--- src/ets_pkg.sv ---
// ============================================================
// Shared constants and types for the event timestamp sample registers.
package ets_pkg;

    // ============================================================
    // Register offsets on the management port (byte addresses).
    localparam logic [15:0] ETS_OFF_S3_SEC = 16'h0570;   // Third capture seconds.
    localparam logic [15:0] ETS_OFF_S3_PHASE = 16'h0574; // Third capture phase slot.
    localparam logic [15:0] ETS_OFF_S4_NS = 16'h0578;    // Fourth capture nanoseconds.
    localparam logic [15:0] ETS_OFF_S4_SEC = 16'h057C;   // Fourth capture seconds.
    localparam logic [15:0] ETS_OFF_S4_PHASE = 16'h0580; // Fourth capture phase slot.
    localparam logic [15:0] ETS_OFF_S5_NS = 16'h0584;    // Fifth capture nanoseconds.

    // ============================================================
    // Field positions and values after reset.
    localparam int ETS_UNIT_PTR_BIT = 8;                 // Unit pointer in the global index word.
    localparam int ETS_EDGE_BIT = 30;                    // Edge polarity in a nanoseconds word.
    localparam int ETS_NS_MSB = 29;                      // Top bit of the nanoseconds field.
    localparam int ETS_PHASE_MSB = 2;                    // Top bit of the phase slot field.
    localparam logic [31:0] ETS_RESET_WORD = 32'h0000_0000; // Every captured word after reset.
    localparam logic [31:0] ETS_UNMAPPED_WORD = 32'h0000_0000; // Answer to an unmapped read.

    // ============================================================
    // Phase slot timing: 8 ns slots inside one 40 ns period of the 25 MHz clock.
    localparam int ETS_SLOT_NS = 8;                      // Width of one slot in ns.
    localparam int ETS_PERIOD_NS = 40;                   // Period of the timing clock in ns.
    localparam int ETS_SLOT_COUNT = ETS_PERIOD_NS / ETS_SLOT_NS; // Slots in one period.
    localparam logic [2:0] ETS_PH_0NS = 3'h0;            // Slot at 0 ns.
    localparam logic [2:0] ETS_PH_8NS = 3'h1;            // Slot at 8 ns.
    localparam logic [2:0] ETS_PH_16NS = 3'h2;           // Slot at 16 ns.
    localparam logic [2:0] ETS_PH_24NS = 3'h3;           // Slot at 24 ns.
    localparam logic [2:0] ETS_PH_32NS = 3'h4;           // Slot at 32 ns.

    // Which captured sample an incoming record belongs to.
    typedef enum logic [1:0] {
        ETS_SEL_THIRD = 2'h0,
        ETS_SEL_FOURTH = 2'h1,
        ETS_SEL_FIFTH = 2'h3,
        ETS_SEL_OTHER = 2'h2
    } ets_sample_e_t;

    // One capture record from the timestamp unit logic.
    typedef struct packed {
        logic valid;            // Record is present this cycle.
        logic unit;             // Timestamp unit that captured it.
        ets_sample_e_t sample;  // Sample number the record fills.
        logic [31:0] seconds;   // Seconds part of the sample time.
        logic [29:0] nanoseconds; // Low word of the sample time in ns.
        logic rising;           // High for a rising edge.
        logic [2:0] slot;       // Index 0 to 4 of the 8 ns slot.
    } ets_capture_t;

    // Captured words held for one timestamp unit.
    typedef struct packed {
        logic [31:0] s3_sec;
        logic [2:0] s3_phase;
        logic [29:0] s4_ns;
        logic s4_edge;
        logic [31:0] s4_sec;
        logic [2:0] s4_phase;
        logic [29:0] s5_ns;
        logic s5_edge;
    } ets_store_t;

    // One management port request.
    typedef struct packed {
        logic rd;               // Read strobe.
        logic wr;               // Write strobe; all words here are read only.
        logic [15:0] addr;      // Byte address.
        logic [31:0] wdata;     // Write data, ignored.
    } ets_mgmt_req_t;

    // Registered read answer.
    typedef struct packed {
        logic valid;
        logic [31:0] data;
    } ets_resp_t;

    // Turns a slot index into the phase code; out-of-range slots give the 0 ns code.
    function automatic logic [2:0] ets_phase_code(input logic [2:0] slot);
        logic [2:0] code;
        case (slot)
            3'h0: code = ETS_PH_0NS;
            3'h1: code = ETS_PH_8NS;
            3'h2: code = ETS_PH_16NS;
            3'h3: code = ETS_PH_24NS;
            3'h4: code = ETS_PH_32NS;
            default: code = ETS_PH_0NS;
        endcase
        return code;
    endfunction

endpackage

--- src/ets_sample_store.sv ---
`timescale 1ns/1ps
// ============================================================
// Holds the third, fourth and fifth captures of one timestamp unit.
module ets_sample_store
    import ets_pkg::*;
(
    input wire logic i_clk,
    input wire logic i_rst,
    input wire ets_capture_t i_capture,
    input wire logic i_unit_hit,
    output ets_store_t o_store
);

    ets_store_t store_reg;  // All state of this unit.
    ets_store_t store_next; // Next value of the state.
    logic take;             // A record for this unit arrives.

    assign take = i_capture.valid && i_unit_hit;

    // ============================================================
    // Next state: only a capture record changes a word; nothing else can.
    always_comb begin
        store_next = store_reg;
        if (take) begin
            case (i_capture.sample)
                ETS_SEL_THIRD: begin
                    store_next.s3_sec = i_capture.seconds;
                    store_next.s3_phase = ets_phase_code(i_capture.slot);
                end
                ETS_SEL_FOURTH: begin
                    store_next.s4_ns = i_capture.nanoseconds;
                    store_next.s4_edge = i_capture.rising;
                    store_next.s4_sec = i_capture.seconds;
                    store_next.s4_phase = ets_phase_code(i_capture.slot);
                end
                ETS_SEL_FIFTH: begin
                    store_next.s5_ns = i_capture.nanoseconds;
                    store_next.s5_edge = i_capture.rising;
                end
                default: begin
                    // Other samples belong to neighbouring registers.
                    store_next = store_reg;
                end
            endcase
        end
    end

    // Registers the state; every word clears to zero on reset.
    always_ff @(posedge i_clk or posedge i_rst) begin
        if (i_rst) begin
            store_reg <= ets_store_t'(0);
        end else begin
            store_reg <= store_next;
        end
    end

    assign o_store = store_reg;
endmodule

--- src/ets_sample_regs.sv ---
`timescale 1ns/1ps
// ============================================================
// Read-only capture registers for the third to fifth samples of the
// event timestamp input, one set per timestamp unit.
module ets_sample_regs
    import ets_pkg::*;
#(
    parameter int N_UNITS = 2  // Units the one-bit pointer can select.
) (
    input wire logic i_clk,
    input wire logic i_rst,
    input wire logic [31:0] i_unit_index_reg,
    input wire ets_capture_t i_capture,
    input wire ets_mgmt_req_t i_req,
    output logic o_rd_valid,
    output logic [31:0] o_rdata
);

    // ============================================================
    // Parameter check.
    if (N_UNITS < 1 || N_UNITS > 2) begin : g_bad_units
        $error("N_UNITS must be 1 or 2 for a one-bit unit pointer");
    end

    ets_store_t stores [N_UNITS]; // Captured words of each unit.
    ets_store_t sel_store;        // Words of the unit the pointer selects.
    logic unit_sel;               // Current unit pointer.
    logic [31:0] rd_word;         // Decoded word for the current address.
    ets_resp_t resp_reg;          // All state of this module.
    ets_resp_t resp_next;         // Next value of the state.

    // ============================================================
    // One store per unit; a record goes only to the unit it names.
    for (genvar u = 0; u < N_UNITS; u++) begin : g_unit
        ets_sample_store u_store (
            .i_clk(i_clk),
            .i_rst(i_rst),
            .i_capture(i_capture),
            .i_unit_hit(i_capture.unit == 1'(u)),
            .o_store(stores[u])
        );
    end

    // ============================================================
    // Unit selection from the global index word.
    assign unit_sel = i_unit_index_reg[ETS_UNIT_PTR_BIT];

    // Picks the selected unit; a pointer past the last unit shows zeros.
    always_comb begin
        sel_store = ets_store_t'(0);
        for (int k = 0; k < N_UNITS; k++) begin
            if (unit_sel == 1'(k)) begin
                sel_store = stores[k];
            end
        end
    end

    // ============================================================
    // Address decode; reserved bits are filled with zeros.
    always_comb begin
        case (i_req.addr)
            ETS_OFF_S3_SEC: begin
                rd_word = sel_store.s3_sec;
            end
            ETS_OFF_S3_PHASE: begin
                rd_word = {29'h0000000, sel_store.s3_phase};
            end
            ETS_OFF_S4_NS: begin
                rd_word = {1'b0, sel_store.s4_edge, sel_store.s4_ns};
            end
            ETS_OFF_S4_SEC: begin
                rd_word = sel_store.s4_sec;
            end
            ETS_OFF_S4_PHASE: begin
                rd_word = {29'h0000000, sel_store.s4_phase};
            end
            ETS_OFF_S5_NS: begin
                rd_word = {1'b0, sel_store.s5_edge, sel_store.s5_ns};
            end
            default: begin
                rd_word = ETS_UNMAPPED_WORD;
            end
        endcase
    end

    // ============================================================
    // Next state: a read answers on the next cycle; writes are dropped.
    always_comb begin
        resp_next = resp_reg;
        resp_next.valid = i_req.rd;
        if (i_req.rd) begin
            resp_next.data = rd_word;
        end
    end

    // Registers the answer; it clears on reset.
    always_ff @(posedge i_clk or posedge i_rst) begin
        if (i_rst) begin
            resp_reg <= ets_resp_t'(0);
        end else begin
            resp_reg <= resp_next;
        end
    end

    assign o_rd_valid = resp_reg.valid;
    assign o_rdata = resp_reg.data;
endmodule

--- config.mk ---
export PLATFORM = sky130hd
export DESIGN_NAME = ets_sample_regs
export DESIGN_NICKNAME = d
export VERILOG_FILES = /design/src/ets_pkg.sv /design/src/ets_sample_store.sv /design/src/ets_sample_regs.sv
export SDC_FILE = /design/constraint.sdc
export NUM_CORES = 1
export LEC_CHECK = 0
export BUFFER_PORTS_ARGS = -buffer_cell sky130_fd_sc_hd__buf_4
export CAP_MARGIN = 20
export CORE_AREA = 5 5 152 154
export CTS_CLUSTER_SIZE = 40
export DETAILED_ROUTE_END_ITERATION = 7
export DIE_AREA = 0 0 157 159
export PLACE_DENSITY = 0.92
export SLEW_MARGIN = 5
export SYNTH_ARGS = -nofsm -noshare
export SYNTH_HDL_FRONTEND = slang
export SYNTH_SLANG_ARGS = --single-unit
--- constraint.sdc ---
create_clock -name i_clk -period 14.5 [get_ports i_clk]
set_clock_uncertainty 0.2 [all_clocks]
set_input_delay 0.725 -clock i_clk [delete_from_list [all_inputs] [get_ports i_clk]]
set_output_delay 0.725 -clock i_clk [all_outputs]
set_load 0.03 [all_outputs]
# [Word level (Yosys, flattened, before mapping)]
# Cells that the tools add are included.
# W data, S select, Z words.
[word_totals] inputBits=154 regBits=297
[classes] bitwise_logic=1 n_reduce_logical=9 n_eq_ne=12 muxes=3
[ops] cell="$pmux W32 S6" count=1
[ops] cell="$mux W132" count=1
[ops] cell="$eq A16 B11 Y1 const B" count=6
[ops] cell="$pmux W3 S4" count=1
[ops] cell="$reduce_and A2 Y1" count=6
[ops] cell="$eq A3 B2 Y1 const B" count=2
[ops] cell="$eq A3 B1 Y1 const B" count=1
[ops] cell="$eq A3 B3 Y1 const B" count=1
[ops] cell="$eq A2 B1 Y1 const B" count=1
[ops] cell="$eq A2 B2 Y1 const B" count=1
[ops] cell="$logic_and A1 B1 Y1" count=2
[ops] cell="$logic_not A2 Y1" count=1
[ops] cell="$not A1 Y1" count=1

# [Longest topological paths before layout]
[depth] word_depth=3 mapped_depth=7

# [Hierarchy]
# Synthesis repeated with hierarchy kept, for this count alone.
[hier_totals] hier_cells=942 area_unflattened_um2=13210.2
[modules_own_cells] mod="ets_sample_store" cells_each=285 area_per_inst_um2=4957.3 instances=2 seq_area_each_um2=3303.2
[modules_own_cells] mod="ets_sample_regs" cells_each=372 area_per_inst_um2=3295.7 instances=1 seq_area_each_um2=825.8

# [Worst setup path before layout]
# No wires, ideal clock.
[synth_path] path_kind="input to register" from="in i_unit_index_reg[8]" to="reg resp_reg, in the netlist o_rdata[20]" required_time_ps=14167 path_slack_ps=12340 path_stages=6 arrival_ps=1827 path_cell_list="buf_2 > clkbuf_1 > mux2i_1 > o22ai_1 > o21ai_0 > o21ai_0"
[synth_via] elab_chain_len=2
[synth_lines] element="start, declared" line_no="ets_sample_regs.sv:12" rtl="input wire logic [31:0] i_unit_index_reg,"
[synth_lines] element="$mux W132" line_no="ets_sample_regs.sv:52" rtl="if (unit_sel == 1'(k)) begin"
[synth_lines] element="$pmux W32 S6" line_no="ets_sample_regs.sv:61" rtl="case (i_req.addr)"
[synth_lines] element="end signal, assigned" line_no="ets_sample_regs.sv:99" rtl="resp_reg <= ets_resp_t'(0);"
[synth_lines] element="end signal, assigned" line_no="ets_sample_regs.sv:101" rtl="resp_reg <= resp_next;"
[synth_lines] element="end, declared" line_no="ets_sample_regs.sv:29" rtl="ets_resp_t resp_reg;"
# Every way passes these cells.
# A chain may end at the register's enable or synchronous reset.

# [Worst setup path after layout]
[layout_path] from="in i_unit_index_reg[8]" to="reg resp_reg, in the netlist o_rdata[0]"
# Same word-level chain as after synthesis.

==> results.yml <==
placed_design:
  port_buffers: 122
  globalplace.congestion: 0.767
  pre_cts_slack_ns: 10.70
  dp_hpwl_um: 17800
drt:
  drc: 0
  wl_per_cell_um: 20.6
  vias: 9344
  drt-initial-drc-count: 638
  drt_wl_total_um: 32000
  first_pass_iters: 5
  vias_per_cell: 6.02
  ant_nets: 0
clock_tree:
  holdBufCountCts: 0
  clk_pin_slew_worst_paths_ns: 0.06
  cts_max_level: 1
  root_buffer: "clkbuf_16"
  cts_made_buffers: 28
  clock_latency_ns: 0.53
  numClockSinks: 297
  cts_tree: "built"
  clk_path_buf_depth: 3
  cts_setup_buffers: 0
  cts.repair.resized: 0
finish:
  antenna_cells: 0
  fin_util: 0.700
  layout.cells.most_common: "nand2_1"
  mostFrequentLayoutCells: "nand2_1, dfrtp_1, mux2_2"
  multi_input_area_um2: 5250
  area_growth_pct: 15.7
  drive_above_1_share: 0.272
  nets: 1405
  ff_latch_area_um2: 7430
  fill_cells: 1400
power_and_ir_drop:
  power.density_nw_per_um2: 136
  power.total_uw: 2060
  vdd_ir_drop_max_mv: 0.0913
  leakage_uw: 0.00734
logic_synthesis:
  syn_nets: 1312
  synth_warnings: 0
  ys_seq_area_frac: 0.570
  syn-cell-area_um2: 13100
  synth.ff_latch_count: 297
  synth_area_per_cell_um2: 11.3
  synthCells: 1158
  synth_area_leaders: "dfrtp_1, mux2_2, mux2i_1, nand2_1, o22ai_1"
  yosysTopAreaCellShare: 0.570
  synth_top_area_cell: "dfrtp_1"
  synth.distinct_cells: 25
global_route:
  track_usage: 0.257
  grt_pass1_wl_um: 52000
  grt_max_degree: 136
  grt_pass1_vias: 10100
  antenna_found_initial: 1
  globalRouteOverflowTotal: 0
die:
  die-area_um2: 25000
  die_height_um: 159
  io_pins: 187
  die_w_um: 157
  core_um2: 21600
  rows: 54
  start_util: 0.605
timing:
  slew_headroom: 0.244
  finalMaxSlewViolations: 0
  timing.final.ws_setup_ns: 11.49
  fmax_ghz: 0.333
  setup_violations: 0
  fin_setup_tns_ns: 0
  fin_crit_sh: 0.207
  fin_crit_ns: 3.01
  rsz0062_at_grt: "false"
  tightest_slew_ns: 1.13
  finalHoldViolCount: 0
worst_setup_path:
  crit_arrival_ns: 3.22
  worstReg2RegEnd: "o_rdata[16]"
  rrSetupSlack_ns: 13.06
  ff2ff_path_depth: 4
  crit_buf_inv: 2
  critPathLaunch: "i_unit_index_reg[8]"
  path_max_fanout: 88
  cp_slowest_stage_delay_ns: 0.78
  cp-start-kind: "primary input"
  worstPathCellList: "buf_6, buf_4, mux2i_1, o221ai_1, nor3_1, nor2_1"
  cp_slowest_cell: "buf_4"
  critPathTopFamily: "buffers and inverters"
  r2r_start: "g_unit[0].u_store.o_store[116]"
  crit_type: "primary input to flip-flop"
  end_kind: "flip-flop"
  worstPathRequired_ns: 14.71
flow_run:
  maxCapViolations: 0
outcome:
  outcome: "completed"
worst_hold_path:
  hold_path_class: "primary input to async pin"
cells in the mapped netlist:
| master | n |
|---|---|
| inv_1 | 29 |
| and4b_1 | 1 |
| nand2_1 | 300 |
| clkbuf_1 | 41 |
| nor4bb_1 | 1 |
| nand4_1 | 7 |
| dfrtp_1 | 297 |
| nor2_1 | 8 |
| nor2b_1 | 2 |
| mux2_2 | 158 |
| o22ai_1 | 63 |
| nor4b_1 | 3 |
| nor4_1 | 1 |
| o21ai_0 | 46 |
| nor4_4 | 1 |
| nand3_1 | 3 |
| nand2b_1 | 2 |
| and2_1 | 2 |
| mux2i_1 | 132 |
| nor3_1 | 3 |
| o221ai_1 | 3 |
| and4bb_1 | 1 |
| buf_1 | 16 |
| o21ai_1 | 22 |
| buf_2 | 16 |
metrics by stage:
stage	cell area (um2)	instances	hold WS, ns
6_report	15100	1551	0.137
5_1_grt	15100	1551	0.207
4_1_cts	15100	1550	0.198
3_5_place_dp	14200	1500	0.262
3_3_place_gp	14200	1499	0.256
2_1_floorplan	13100	1158	0.245
metal layers:
metal	up-vias	global-route usage	wire, um
met4	2	0.0982	1030
met3	89	0.0440	2250
li1	4170	-	-
met1	4719	0.333	12700
met5	-	0	13
met2	364	0.433	16000
report_power, final:
| part | total, uW | internal [uW] | leakage [uW] | switching [uW] |
|---|---|---|---|---|
| logic | 294 | 154 | 0.00320 | 139 |
| clock network | 704 | 405 | 0.000447 | 299 |
| registers | 1060 | 980 | 0.00369 | 80.8 |
| total | 2060 | 1540 | 0.00734 | 519 |
worst register-to-register path: stages (launching register included):
cell	delay [ns]
dfrtp_1	0.39
mux2i_1	0.15
o22ai_1	0.11
o21ai_0	0.30
o21ai_0	0.14
final cells by class:
cell class / count / area share
Clock inverter: 6 / 0.00199
Timing Repair Buffer: 136 / 0.0700
Multi-Input combinational cell: 759 / 0.348
Clock buffer: 44 / 0.0571
Sequential cell: 297 / 0.492
Inverter: 29 / 0.00771
Tap cell: 280 / 0.0232
sequential cells by signal (all words and copies together), names as in the netlist:
signal,flops
o_rd_valid,1
o_rdata,32
g_unit.u_store.o_store,264
cell families (layout without fill, tap and decap cells):
kind of cell,count (synthesis),count (layout),synth area share
simple gates,335,335,0.104
compound gates,134,134,0.0583
mux,290,290,0.238
buf+inv,102,215,0.0309
flops,297,297,0.570
worst max path at each step:
stage                                          to  slack [ns]  depth (start not counted)
CTS                 g_unit[1].u_store.o_store[97]       11.26                          4
global placement    g_unit[0].u_store.o_store[33]       10.75                          4
finish                                 o_rdata[0]       11.49                          6
detailed placement  g_unit[1].u_store.o_store[99]       10.70                          4
global route        g_unit[1].u_store.o_store[97]       11.33                          5
floorplan            g_unit[0].u_store.o_store[0]        5.37                          1
Note: power is estimated with default switching activity, not from simulation.
